--- src/rtl/sscfg_pkg.sv ---
// Package of the scan and drive configuration bank: offsets, fields, resets.
// Assumes an APB slave with 32-bit data; registers sit in the low 16 bits.
package sscfg_pkg;

  // Register indices as printed; byte address is four times the index
  localparam logic [7:0]  IDX_MAIN_CONFIG   = 8'h1a;
  localparam logic [7:0]  IDX_SCAN_CONFIG   = 8'h1b;
  localparam logic [7:0]  IDX_RESET_GAIN    = 8'h1c;
  localparam logic [7:0]  IDX_DRIVE_CHAN0   = 8'h1e;
  localparam logic [7:0]  IDX_DRIVE_CHAN1   = 8'h1f;
  localparam logic [7:0]  IDX_DRIVE_CHAN2   = 8'h20;
  localparam logic [7:0]  IDX_DRIVE_CHAN3   = 8'h21;
  localparam logic [7:0]  IDX_CAL_INPUT     = 8'h40;

  localparam logic [15:0] RST_MAIN_CONFIG   = 16'h2801;
  localparam logic [15:0] RST_SCAN_CONFIG   = 16'h020f;
  localparam logic [15:0] RST_RESET_GAIN    = 16'h0000;
  localparam logic [15:0] RST_DRIVE         = 16'h0000;
  localparam logic [4:0]  RST_DRIVE_FIELD   = 5'h00;
  localparam logic [1:0]  RST_CHAN          = 2'h0;

  localparam int SCAN_ON_BIT       = 15;
  localparam int SCAN_ORDER_LSB    = 13;
  localparam int FILTER_LSB        = 0;
  localparam int SOFT_RESET_BIT    = 15;
  localparam int GAIN_LSB          = 9;
  localparam int PROG_DRIVE_LSB    = 11;
  localparam int CAL_DRIVE_LSB     = 6;
  localparam int SINGLE_CHANNEL_SELECT_LSB   = 14;
  localparam int OVERRIDE_BIT      = 12;
  localparam int AMP_OFF_BIT       = 10;
  localparam int BOOST_BIT         = 6;

  localparam logic [15:0] SCAN_CONFIG_WMASK = 16'hfff8 | 16'h0007;
  localparam logic [15:0] RESET_GAIN_WMASK  = 16'h7fff;
  localparam logic [15:0] DRIVE_WMASK       = 16'hf800;

  // Deglitch bandwidth codes
  localparam logic [2:0]  FILTER_1MHZ   = 3'h1;
  localparam logic [2:0]  FILTER_3M3HZ  = 3'h4;
  localparam logic [2:0]  FILTER_10MHZ  = 3'h5;
  localparam logic [2:0]  FILTER_33MHZ  = 3'h7;

  typedef enum logic [1:0] {
    SSCFG_FILT_1M,
    SSCFG_FILT_3M3,
    SSCFG_FILT_10M,
    SSCFG_FILT_33M
  } sscfg_filter_t;

  // Settings handed to the converter core
  typedef struct packed {
    logic [1:0]    chan;
    logic [4:0]    drive;
    logic          override_on;
    logic          boost;
    logic [2:0]    gain_shift;
    sscfg_filter_t filter;
  } sscfg_conv_t;

  // One amplitude correction result from the core
  typedef struct packed {
    logic       valid;
    logic [1:0] chan;
    logic [4:0] drive;
  } sscfg_cal_t;

endpackage : sscfg_pkg

--- src/rtl/sscfg_sequencer.sv ---
// Channel sequencer: picks the channel for each conversion.
// Assumes conv_done pulses once per finished conversion on the same clock.
module sscfg_sequencer
  import sscfg_pkg::*;
(
  input  wire logic       clk,
  input  wire logic       srst,
  input  wire logic       scan_on,
  input  wire logic [1:0] scan_order,
  input  wire logic [1:0] single_chan,
  input  wire logic       four_chan,
  input  wire logic       conv_done,
  output logic      [1:0] chan
);

  logic [1:0] last_chan;
  logic [1:0] next_chan;

  always_comb begin
    last_chan = 2'h1;
    case (scan_order)
      2'h1:    last_chan = four_chan ? 2'h2 : 2'h1;
      2'h2:    last_chan = four_chan ? 2'h3 : 2'h1;
      default: last_chan = 2'h1;
    endcase
  end

  always_comb begin
    if (!scan_on) begin
      next_chan = single_chan;
    end else if (conv_done) begin
      next_chan = (chan >= last_chan) ? 2'h0 : 2'(chan + 2'h1);
    end else if (chan > last_chan) begin
      next_chan = 2'h0;
    end else begin
      next_chan = chan;
    end
  end

  always_ff @(posedge clk) begin
    if (srst) begin
      chan <= RST_CHAN;
    end else begin
      chan <= next_chan;
    end
  end

endmodule : sscfg_sequencer

--- src/rtl/sscfg_top.sv ---
// Scan and drive configuration bank with APB slave and channel sequencer.
// Assumes APB3 master on CLK; converter core reports conversions and calibration.
//
// Function
// - Scan off: convert continuously on the single selected channel only.
// - Scan on: convert following the scan order field.
// - Scan converts each listed channel once in order, then restarts.
// - Order 00/11: ch0-1; 01: ch0-2 and 10: ch0-3, both four-channel part only.
// - Filter code selects deglitch bandwidth 1/3.3/10/33 MHz; resets to 111.
// - Writing one to soft reset bit 15 resets the whole device.
// - Soft reset bit always reads back zero.
// - Gain field selects result shift 0, 2, 3 or 4 bits.
// - Per-channel programmed drive sets current during settling and conversion.
// - Read-only per-channel field holds calibrated initial drive current.
// - Calibrated field updated after each correction while correction enabled.
// - Active channel field picks the single converted channel 0 to 3.
// - Correction-off bit stops correction and freezes calibrated fields.
module sscfg_top
  import sscfg_pkg::*;
#(
  parameter bit FOUR_CHAN = 1'b1
) (
  input  wire logic        CLK,
  input  wire logic        SRST,
  input  wire logic        PSEL,
  input  wire logic        PENABLE,
  input  wire logic        PWRITE,
  input  wire logic [31:0] PADDR,
  input  wire logic [31:0] PWDATA,
  output logic      [31:0] PRDATA,
  output logic             PREADY,
  output logic             PSLVERR,
  input  wire logic        CONV_DONE,
  input  wire sscfg_cal_t  CAL_RESULT,
  output sscfg_conv_t      CONV_CFG,
  output logic             SCAN_ON,
  output logic             AMP_CORR_OFF,
  output logic             DEVICE_RESET
);

  logic [15:0] main_config;
  logic [15:0] channel_scan_config;
  logic [15:0] soft_reset_and_gain;
  logic [4:0]  prog_drive [4];
  logic [4:0]  cal_drive  [4];
  logic        soft_reset_bit;
  logic        bank_reset;
  logic        access;
  logic        wr;
  logic [7:0]  index;
  logic        mapped;
  logic [15:0] read_word;
  logic [1:0]  chan;
  logic        chan_valid;

  function automatic logic [2:0] gain_to_shift(input logic [1:0] gain);
    case (gain)
      2'h0:    gain_to_shift = 3'h0;
      2'h1:    gain_to_shift = 3'h2;
      2'h2:    gain_to_shift = 3'h3;
      default: gain_to_shift = 3'h4;
    endcase
  endfunction : gain_to_shift

  function automatic sscfg_filter_t filter_decode(input logic [2:0] code);
    case (code)
      FILTER_1MHZ:  filter_decode = SSCFG_FILT_1M;
      FILTER_3M3HZ: filter_decode = SSCFG_FILT_3M3;
      FILTER_10MHZ: filter_decode = SSCFG_FILT_10M;
      default:      filter_decode = SSCFG_FILT_33M;
    endcase
  endfunction : filter_decode

  function automatic logic is_drive(input logic [7:0] idx);
    is_drive = (idx == IDX_DRIVE_CHAN0) || (idx == IDX_DRIVE_CHAN1) ||
               (FOUR_CHAN && ((idx == IDX_DRIVE_CHAN2) || (idx == IDX_DRIVE_CHAN3)));
  endfunction : is_drive

  function automatic logic [1:0] drive_chan(input logic [7:0] idx);
    drive_chan = 2'(idx - IDX_DRIVE_CHAN0) ^ 2'h0;
  endfunction : drive_chan

  assign index  = PADDR[9:2];
  assign access = PSEL && PENABLE;
  assign mapped = (PADDR[31:10] == 22'h0) && (PADDR[1:0] == 2'h0) &&
                  ((index == IDX_MAIN_CONFIG) || (index == IDX_SCAN_CONFIG) ||
                   (index == IDX_RESET_GAIN) || is_drive(index));
  assign wr     = access && PWRITE && mapped;

  // Soft reset is applied one cycle after the write, then clears itself
  assign soft_reset_bit = wr && (index == IDX_RESET_GAIN) && PWDATA[SOFT_RESET_BIT];
  assign bank_reset     = SRST || DEVICE_RESET;

  always_ff @(posedge CLK) begin
    if (SRST) begin
      DEVICE_RESET <= 1'b0;
    end else begin
      DEVICE_RESET <= soft_reset_bit;
    end
  end

  always_ff @(posedge CLK) begin
    if (bank_reset) begin
      main_config <= RST_MAIN_CONFIG;
    end else if (wr && (index == IDX_MAIN_CONFIG)) begin
      main_config <= PWDATA[15:0];
    end
  end

  always_ff @(posedge CLK) begin
    if (bank_reset) begin
      channel_scan_config <= RST_SCAN_CONFIG;
    end else if (wr && (index == IDX_SCAN_CONFIG)) begin
      channel_scan_config <= PWDATA[15:0] & SCAN_CONFIG_WMASK;
    end
  end

  always_ff @(posedge CLK) begin
    if (bank_reset) begin
      soft_reset_and_gain <= RST_RESET_GAIN;
    end else if (wr && (index == IDX_RESET_GAIN)) begin
      soft_reset_and_gain <= PWDATA[15:0] & RESET_GAIN_WMASK;
    end
  end

  always_ff @(posedge CLK) begin
    if (bank_reset) begin
      for (int i = 0; i < 4; i++) begin
        prog_drive[i] <= RST_DRIVE_FIELD;
      end
    end else if (wr && is_drive(index)) begin
      prog_drive[drive_chan(index)] <= PWDATA[PROG_DRIVE_LSB +: 5];
    end
  end

  always_ff @(posedge CLK) begin
    if (bank_reset) begin
      for (int i = 0; i < 4; i++) begin
        cal_drive[i] <= RST_DRIVE_FIELD;
      end
    end else if (CAL_RESULT.valid && !main_config[AMP_OFF_BIT]) begin
      cal_drive[CAL_RESULT.chan] <= CAL_RESULT.drive;
    end
  end

  always_comb begin
    read_word = 16'h0000;
    if (index == IDX_MAIN_CONFIG) begin
      read_word = main_config;
    end else if (index == IDX_SCAN_CONFIG) begin
      read_word = channel_scan_config;
    end else if (index == IDX_RESET_GAIN) begin
      read_word = soft_reset_and_gain;
    end else if (is_drive(index)) begin
      read_word = RST_DRIVE;
      read_word[PROG_DRIVE_LSB +: 5] = prog_drive[drive_chan(index)];
      read_word[CAL_DRIVE_LSB +: 5]  = cal_drive[drive_chan(index)];
    end
  end

  always_ff @(posedge CLK) begin
    if (SRST) begin
      PRDATA <= 32'h0000_0000;
    end else if (PSEL && !PENABLE && !PWRITE) begin
      PRDATA <= mapped ? {16'h0000, read_word} : 32'h0000_0000;
    end
  end

  // Zero-wait slave: setup cycle latches read data, access completes at once
  assign PREADY  = 1'b1;
  assign PSLVERR = access && !mapped;

  sscfg_sequencer #() u_seq (
    .clk         (CLK),
    .srst        (bank_reset),
    .scan_on     (channel_scan_config[SCAN_ON_BIT]),
    .scan_order  (channel_scan_config[SCAN_ORDER_LSB +: 2]),
    .single_chan (main_config[SINGLE_CHANNEL_SELECT_LSB +: 2]),
    .four_chan   (FOUR_CHAN),
    .conv_done   (CONV_DONE),
    .chan        (chan)
  );

  assign chan_valid = FOUR_CHAN || !chan[1];

  always_ff @(posedge CLK) begin
    if (bank_reset) begin
      CONV_CFG     <= '0;
      SCAN_ON      <= 1'b0;
      AMP_CORR_OFF <= 1'b0;
    end else begin
      CONV_CFG.chan        <= chan_valid ? chan : 2'h0;
      CONV_CFG.drive       <= prog_drive[chan];
      CONV_CFG.override_on <= main_config[OVERRIDE_BIT];
      CONV_CFG.boost       <= main_config[BOOST_BIT];
      CONV_CFG.gain_shift  <= gain_to_shift(soft_reset_and_gain[GAIN_LSB +: 2]);
      CONV_CFG.filter      <= filter_decode(channel_scan_config[FILTER_LSB +: 3]);
      SCAN_ON              <= channel_scan_config[SCAN_ON_BIT];
      AMP_CORR_OFF         <= main_config[AMP_OFF_BIT];
    end
  end

endmodule : sscfg_top

--- config.mk ---
export PLATFORM = sky130hd
export DESIGN_NAME = sscfg_top
export DESIGN_NICKNAME = d
export VERILOG_FILES = /design/src/rtl/sscfg_pkg.sv /design/src/rtl/sscfg_sequencer.sv /design/src/rtl/sscfg_top.sv
export SDC_FILE = /design/constraint.sdc
export NUM_CORES = 1
export LEC_CHECK = 0
export ABC_CLOCK_PERIOD_IN_PS = 2400
export BUFFER_PORTS_ARGS = -buffer_cell sky130_fd_sc_hd__buf_2
export CELL_PAD_IN_SITES_DETAIL_PLACEMENT = 1
export CELL_PAD_IN_SITES_GLOBAL_PLACEMENT = 1
export CORE_UTILIZATION = 35
export CTS_CLUSTER_SIZE = 25
export DETAILED_ROUTE_END_ITERATION = 10
export PLACE_DENSITY = 0.77
export SETUP_SLACK_MARGIN = 0.3
export SLEW_MARGIN = 20
export SYNTH_ARGS = -nofsm -noshare
export SYNTH_HDL_FRONTEND = slang
export SYNTH_HIERARCHICAL = 1
export SYNTH_SLANG_ARGS = --single-unit
--- constraint.sdc ---
create_clock -name CLK -period 2.4 [get_ports CLK]
set_input_delay 0.12 -clock CLK [delete_from_list [all_inputs] [get_ports CLK]]
set_output_delay 0.12 -clock CLK [all_outputs]
set_load 0.1 [all_outputs]
; ---- After elaboration in Yosys (flattened, before gate mapping)
; Memories as Yosys holds them, arrays and structs flattened. A register that Yosys moved wholly into a read port is not among the register bits.
; Cells that the tools add are included.
[op_classes]
n_lt_le_gt_ge = 2
n_reduce_logical = 30
addsub = 2
n_eq_ne = 15
mux = 26
[op_table]
columns = cell, count
row1 = 2-to-1 mux 16 bit, 5
row2 = == test 8 x 5 -> 1 bit (second input constant), 5
row3 = logical NOT 22 bit, 1
row4 = == test 8 x 6 -> 1 bit (second input constant), 2
row5 = logical AND 1 bit, 14
row6 = 2-to-1 mux 2 bit, 6
row7 = 2-to-1 mux 1 bit, 10
row8 = 2-to-1 mux 5 bit, 2
row9 = OR reduction 5 bit, 2
row10 = one-hot mux 3 bit (3 select lines), 1
row11 = logical OR 1 bit, 7
row12 = == test 3 bit (second input constant), 2
row13 = one-hot mux 2 bit (3 select lines), 1
row14 = == test 2 x 1 -> 1 bit (second input constant), 2
row15 = == test 2 bit (second input constant), 2
row16 = logical NOT 1 bit, 4
row17 = logical NOT 2 bit, 2
row18 = one-hot mux 2 bit (2 select lines), 1
row19 = == test 3 x 1 -> 1 bit (second input constant), 1
row20 = != test 3 x 2 -> 1 bit (second input constant), 1
row21 = adder 2 x 1 -> 2 bit (second input constant), 1
row22 = >= comparator 2 bit, 1
row23 = greater-than comparator 2 bit, 1
row24 = subtractor 2 bit (second input constant), 1
[totals]
output_inout_bits = 51
ramBits = 40
register_bits = 93
memories = 2
[memory_table]
columns = name, depth, width, rd, rd_ports_with_merged_regs, write_ports, line_no
row1 = cal_drive, 4, 5, 1, 0, 4, sscfg_top.sv:45  ; logic [4:0] cal_drive [4];
row2 = prog_drive, 4, 5, 2, 1, 4, sscfg_top.sv:44  ; logic [4:0] prog_drive [4];

; ---- Depth between registers and ports, before layout
; Gate-level depths: netlist of the first run.
[logic_depth]
ltp_word = 12
ltp_mapped = 9

; ---- Modules after synthesis
; Netlist of the first run, hierarchy kept.
[modules_own_cells]
columns = mod, cells_per_inst, n_inst, area_per_inst_um2
row1 = sscfg_top, 520, 1, 5426.5
row2 = sscfg_sequencer, 29, 1, 221.5

; ---- Worst setup path before layout of the first run
; Ideal clock, no wire load.
[synth_timing]
path_kind = register to register
start = reg DEVICE_RESET
end = mem cal_drive[2][0] (enable)
path_buffers = 0
setup_slack_ns = 0.068
setup_ns = 0.316
t_arrival_ns = 2.016
required_time_ns = 2.084
stages_incl_launch_ff = 6
cell_sequence = dfxtp_1 nor2_1 inv_1 or2_2 nor3b_1 nand2b_1
[synth_lines]
columns = element, line_no
row1 = from (decl), sscfg_top.sv:38  ; output logic DEVICE_RESET
row2 = from (signal assigned), sscfg_top.sv:98  ; DEVICE_RESET <= soft_reset_bit;
row3 = to (decl), sscfg_top.sv:45

; ---- Final worst setup path of the first run
[layout_timing]
start = reg channel_scan_config[13]
end = reg u_seq.chan[1]
[layout_between]
elab_chain_cells = 6
[layout_rtl]
columns = element, line_no
row1 = from (decl), sscfg_top.sv:42  ; logic [15:0] channel_scan_config;
row2 = from (signal assigned), sscfg_top.sv:114  ; channel_scan_config <= PWDATA[15:0] & SCAN_CONFIG_WMASK;
row3 = == test 2 bit or == test 2 x 1 -> 1 bit (tied branches), sscfg_sequencer.sv:21  ; case (scan_order)
row4 = one-hot mux 2 bit (2 select lines) *, sscfg_sequencer.sv:21
row5 = >= comparator 2 bit, sscfg_sequencer.sv:32  ; next_chan = (chan >= last_chan) ? 2'h0 : 2'(chan + 2'h1);
row6 = 2-to-1 mux 2 bit, sscfg_sequencer.sv:32
row7 = 2-to-1 mux 2 bit, sscfg_sequencer.sv:31  ; end else if (conv_done) begin
row8 = 2-to-1 mux 2 bit, sscfg_sequencer.sv:29  ; if (!scan_on) begin
row9 = to (signal assigned), sscfg_sequencer.sv:44  ; chan <= next_chan;
row10 = to (decl), sscfg_sequencer.sv:13  ; output logic [1:0] chan
; Mark *: on every way between the ends. The rest lies on a longest branch, timed or not.
; A chain may end at the register's enable or synchronous reset.

==> flow_summary.toml, run 1 <==
[run_status]
status = "finished, final reports clean"

[floorplanning]
io-pin-count = 129
die-area_sq_um = 16600
start_util_pct = 35.7
die_h_um = 129
fp-row-count = 46
die_w_um = 129
core_area_sq_um = 15800

[cells_and_area]
postLayoutCellArea_sq_um = 7210
n_antenna_cell = 0
register_area_sq_um = 2850
multi_input_area_sq_um = 2600
fin_cells = 907
area_growth_pct = 27.6
n_fill_cell = 1810
final_nets = 762
drive_gt1_share_pct = 27.1
final_core_util_pct = 45.5

[critical_path]
crit_fanout = 2
path_delay_family = "compound AO/OA/AOI/OAI gates"
crit_path_end_kind = "flip-flop"
max_stage_delay_ps = 320
crit_required_ps = 2720
path_buf_inv = 1
path_depth = 9
setup.worst_path.start_class = "flip-flop"
arrival_ps = 2310
path_cells = "inv_1, ha_4, nor2_1, o21ai_1, ha_1, nand2b_4, a211oi_4, a221oi_2, a311oi_2"
ff2ff_path_depth = 9
critical_path_class = "reg2reg"
cpMaxStageDelayCell = "dfxtp_2"

[pwr]
leakagePower_nw = 2.94
power-per-cell-area_nw_per_um2 = 718
ir_worst_vdd_v = 0.000499

[sta]
finalSetupTns_ps = 0
fmax_ghz = 0.503
worst_pin_slew_ps = 856
period_share_pct = 82.9
setup_viol = 0
finalCriticalPeriod_ps = 1990
finalHoldViolations = 0
slew_headroom_pct = 42.3
rsz0062_at_grt = "false"
finClkSkew_ps = 9.86
whs_ps = 19.7
slew_violations = 0

[drt]
drtPass1Iterations = 4
drt-initial-drc-count = 180
vias = 4667
post_drt_wl_per_cell_um = 18.8
drc = 0
postRouteAntennaNets = 0
via_per_inst = 5.15
routed_wl_um = 17000

[min_path]
whs_path_depth = 3
hp-class = "in2reg"

[flow_run]
max-cap-violations = 0

[yosys]
yosys_warnings = 6
synth_seq_cells = 122
yosys.area.top_type_share_pct = 29.1
synth_cell_types = 51
synth_area_leader_cell = "dfxtp_1"
synth_edf_count = 40
synthTopCellsByArea = "dfxtp_1 (29%), edfxtp_1 (21%), mux2i_1 (7.8%), mux4_2 (6.0%), nand2_1 (4.3%)"
netlist_instances = 549
seq_area_frac_synth_pct = 50.3
synth_area_sq_um = 5650
syn_area_per_cell_sq_um = 10.3
synth_ff_type = "dfxtp_1"
async_flop_share_pct = 0

[global_routing]
grt_pass1_wl_um = 26900
grt_pass1_vias = 5028
grt_max_degree = 51
grt-ovfl-total = 0
antenna_found_initial = 0
track_usage_pct = 21.8

[clocking]
numCtsBuffers = 17
cts_tree = "done"
cts_root_buffer = "clkbuf_16"
cts.sinks = 122
cts.clk_slew.worst_paths_ps = 60
htreeDepth = 4
cts_max_path_buffers = 2
clk_latency_ps = 420

[place]
placed_area_sq_um = 6430
dp.cells = 858
io_buffers = 95
hpwl_um = 11800
place_congestion = 0.777
Yosys cell counts (2+ instances only):
master	n
nand2b_1	5
o32a_1	4
nor4_1	12
a211oi_2	2
nor3b_2	2
a32o_1	2
nand3_1	7
and4_1	2
and2_1	34
o22ai_1	4
o31ai_1	10
o21ai_1	4
o21ai_0	21
mux4_2	15
nor2_1	58
and3_1	7
buf_6	2
nor3_1	6
buf_2	2
nor2b_1	4
inv_1	20
nor3b_1	3
ha_1	6
edfxtp_1	40
conb_1	2
nand2_1	64
clkbuf_1	22
dfxtp_1	82
buf_4	18
a21oi_1	22
nand4_1	4
mux2i_1	44
state kept, by name (all words and copies together), names as in the netlist:
signal / flops
AMP_CORR_OFF: 1
CONV_CFG: 14
DEVICE_RESET: 1
PRDATA: 16
SCAN_ON: 1
cal_drive: 20
channel_scan_config: 16
main_config: 16
prog_drive: 20
soft_reset_and_gain: 15
u_seq/chan: 2
power by group:
group | switching (mW) | leakage [nW] | internal (mW)
Sequential | 0.0194 | 1.05 | 2.18
Combinational | 0.352 | 1.61 | 0.138
Clock | 0.913 | 0.281 | 1.57
area by class of cell:
| cell class | instances | area share, % |
|---|---|---|
| clock buffers | 23 | 6.49 |
| clock inverters | 9 | 1.37 |
| inverters | 20 | 1.04 |
| multi-input cells | 379 | 36.1 |
| flip-flops and latches | 122 | 39.5 |
| well taps | 216 | 3.75 |
| repair buffers | 138 | 11.8 |
timing repair:
item,4_1_cts,5_1_grt
resized for setup,3,6
endpoints found under the setup margin,1,2
endpoints found under the hold margin,27,0
buffers inserted,2,0
hold buffers,15,0
pin swaps,3,5
cells by family (layout without fill, tap and decap cells):
logic type	count (synthesis)	after routing	share of synthesized area [%]
simple gates	214	214	18.9
fa+ha+maj	6	6	1.33
mux	60	60	14.0
other cells	2	19	0.133
compound gates	79	79	9.30
buf+inv	65	190	5.83
flops	122	122	50.3
xor+xnor	1	1	0.155
worst reg2reg max path, cell delays in order (launching register included):
cell and delay [ps]:
dfxtp_2 320, inv_1 90, ha_4 210, nor2_1 90, o21ai_1 80, ha_1 310
nand2b_4 150, a211oi_4 270, a221oi_2 110, a311oi_2 260
final timing paths:
path | start | to | slack (ps)
hold / removal | PWDATA[11] | channel_scan_config[11] | 20
setup / recovery | channel_scan_config[13] | u_seq/chan[1] | 410
setup reg to reg | channel_scan_config[13] | u_seq/chan[1] | 410
hold reg to reg | PRDATA[2] | PRDATA[2] | 450
metrics by stage:
step / setup WS (ps) / power, mW
after floorplan: 302 / 2.57
after global placement: 346 / 2.70
after detailed placement: 161 / 2.71
after CTS: 340 / 5.22
after global routing: 332 / 5.34
final: 412 / 5.18
per-layer routing:
metal	global-route usage, %	up-vias	share of wire [%]
met1	25.4	2293	40
met5	0	-	0
met2	38.1	165	51
met4	10.9	0	2.2
li1	-	2176	-
met3	4.62	33	6.0
cell usage in the layout (no fill, tap or decap), types with 5 or more instances in the layout:
master	Yosys	final
nor3_1	6	6
and2_1	34	34
o31ai_1	10	9
nor4_1	12	12
mux2i_1	44	44
a21oi_1	22	22
clkbuf_16	0	17
mux4_2	15	15
ha_1	6	5
inv_1	20	20
nor2_1	58	57
o21ai_1	4	9
and3_1	7	7
dfxtp_1	82	79
clkinv_2	0	5
buf_4	18	27
nand3_1	7	7
edfxtp_1	40	40
dlygate4sd3_1	0	15
buf_2	2	95
o21ai_0	21	16
conb_1	2	19
nand2_1	64	64
Power figures use the tool's default switching activity.
==> run 2, diff against run 1 <==
ABC_CLOCK_PERIOD_IN_PS = 1900   (was 2400)
clock period = 1.9 ns   (was 2.4 ns; I/O delays follow)
==> run 2 against run 1 <==
Net effect:
- the flow now finishes with violations (setup timing)
- global-route usage is 0.47 points higher
- power is 30% higher
- critical endpoint unchanged
- cell area is 8.7% higher
- maximum frequency is 1.2% higher
- largest power group unchanged
- cell count is 3.0% higher
- highest routed layer unchanged
==> flow_summary.toml, run 2 (same netlist as run 1, synthesis figures left out) <==
[critical_path]
crit_required_ps = 2230
critical_path_class = "reg2reg"
arrival_ps = 2290
path_cells = "inv_2, ha_4, nor2_1, o21ai_1, ha_1, nand2b_4, a211oi_4, nand2_1, a311oi_2"
crit_fanout = 2
crit_path_end_kind = "flip-flop"
max_stage_delay_ps = 340
cpMaxStageDelayCell = "dfxtp_2"
setup.worst_path.start_class = "flip-flop"

[global_routing]
antenna_found_initial = 0
grt-ovfl-total = 0
grt_max_degree = 42
grt_pass1_wl_um = 27600
grt_pass1_vias = 5130
track_usage_pct = 22.3

[drt]
routed_wl_um = 17700
via_per_inst = 5.10
dr_wl_met2_um = 9340
postRouteAntennaNets = 0
drt-initial-drc-count = 223
drc = 0
wl_met1_um = 7060
drtPass1Iterations = 4
top_layer = "met4"
wl_met3_um = 799
post_drt_wl_per_cell_um = 19.0
vias = 4761

[sta]
finalWorstSetupSlack_ps = -64.5
finalCriticalPeriod_ps = 1960
slew_violations = 0
fmax_ghz = 0.509
period_share_pct = 103
slew_headroom_pct = 64.8
finalHoldViolations = 0
rsz0062_at_grt = "true"
finClkSkew_ps = 5.45
worst_pin_slew_ps = 525
setup_viol = 1

[clocking]
clk_latency_ps = 420
cts_root_buffer = "clkbuf_16"
cts.clk_slew.worst_paths_ps = 50
numCtsBuffers = 17
cts_tree = "done"
htreeDepth = 4
cts.sinks = 122
cts_max_path_buffers = 2

[floorplanning]
die-area_sq_um = 16600
die_w_um = 129
die_h_um = 129
core_area_sq_um = 15800
fp-row-count = 46
start_util_pct = 35.7
io-pin-count = 129

[place]
dp_slack_ps = -241
placed_area_sq_um = 6660
io_buffers = 95
place_congestion = 0.817
hpwl_um = 12500

[cells_and_area]
final_nets = 789
n_fill_cell = 1757
reg_top3 = "cal_drive: 20 flops, prog_drive: 20 flops"
most-common-layout-cells = "buf_2 (92), dfxtp_1 (78), nand2_1 (63), nor2_1 (55)"
final_core_util_pct = 49.5
area_growth_pct = 38.7
n_antenna_cell = 0
postLayoutCellArea_sq_um = 7830
drive_gt1_share_pct = 34.0
final_common_cell = "buf_2"

[pwr]
power-per-cell-area_nw_per_um2 = 859
ir_worst_vdd_v = 0.000643
leakagePower_nw = 3.17

[min_path]
hp-class = "in2reg"

[run_status]
violations = "setup timing"
status = "complete, but fails checks"

[flow_run]
max-cap-violations = 0
run 2: changes by cell type in the layout (fill, tap and decap cells not counted), moves of 4 or more:
cell and delta:
buf_4 +16, buf_6 +7, inv_1 -4, inv_2 +4, nand2b_1 -4, nand2b_4 +4
nor4_1 -8, nor4_2 +6, o21ai_1 -4, o21ai_4 +4
run 2: path summary, 6_finish.rpt:
path / startpoint / endpoint / slack (ps) / cells past startpoint
max reg2reg: channel_scan_config[13] / u_seq/chan[1] / -60 / 9
min: CAL_RESULT[3] / cal_drive[0][3] / 10 / 2
max: channel_scan_config[13] / u_seq/chan[1] / -60 / 9
min reg2reg: PRDATA[2] / PRDATA[2] / 450 / 2
run 2: routing by layer:
| metal | track usage, % | up-vias |
|---|---|---|
| li1 | - | 2240 |
| met2 | 40.9 | 148 |
| met5 | 0 | - |
| met3 | 4.79 | 32 |
| met1 | 24.6 | 2341 |
| met4 | 10.2 | 0 |
run 2: worst max-delay path: cells and delay by family (launching register included):
family,cells,cell delay [ps]
AOI/OAI and AO/OA,3,560
buffers and inverters,1,60
adders and majority gates,2,530
DFF,1,340
and+or+nand+nor,3,380
run 2: power breakdown:
group	leakage [nW]	switching (mW)	internal, mW
clock network	0.300	1.14	2.12
logic	1.82	0.473	0.210
registers	1.05	0.0259	2.75
run 2: metrics by stage:
stage	TNS, ps	power, mW	std cells	hold WS [ps]
finish	-64.5	6.73	934	12.5
global route	-226	6.94	934	7.48
CTS	-6.09	6.76	925	0.0998
detailed placement	-10140	3.46	867	372
global placement	-2030	3.43	867	369
floorplan	0	3.27	566	156
run 2: timing repair:
action	CTS	global route
setup endpoints to repair	52	77
hold endpoints to repair	37	0
setup buffers	9	7
resized for setup	24	26
hold buffers	17	0
pin swaps	16	18
gates cloned	0	2
run 2: cell type report:
| class | count | area [sq um] | area share, % |
|---|---|---|---|
| multi-input cells | 379 | 2880 | 36.7 |
| repair buffers | 165 | 1150 | 14.7 |
| inverters | 20 | 75.1 | 0.959 |
| clock inverters | 5 | 52.6 | 0.671 |
| flip-flops and latches | 122 | 2850 | 36.4 |
| clock buffers | 27 | 556 | 7.09 |
| well taps | 216 | 270 | 3.45 |
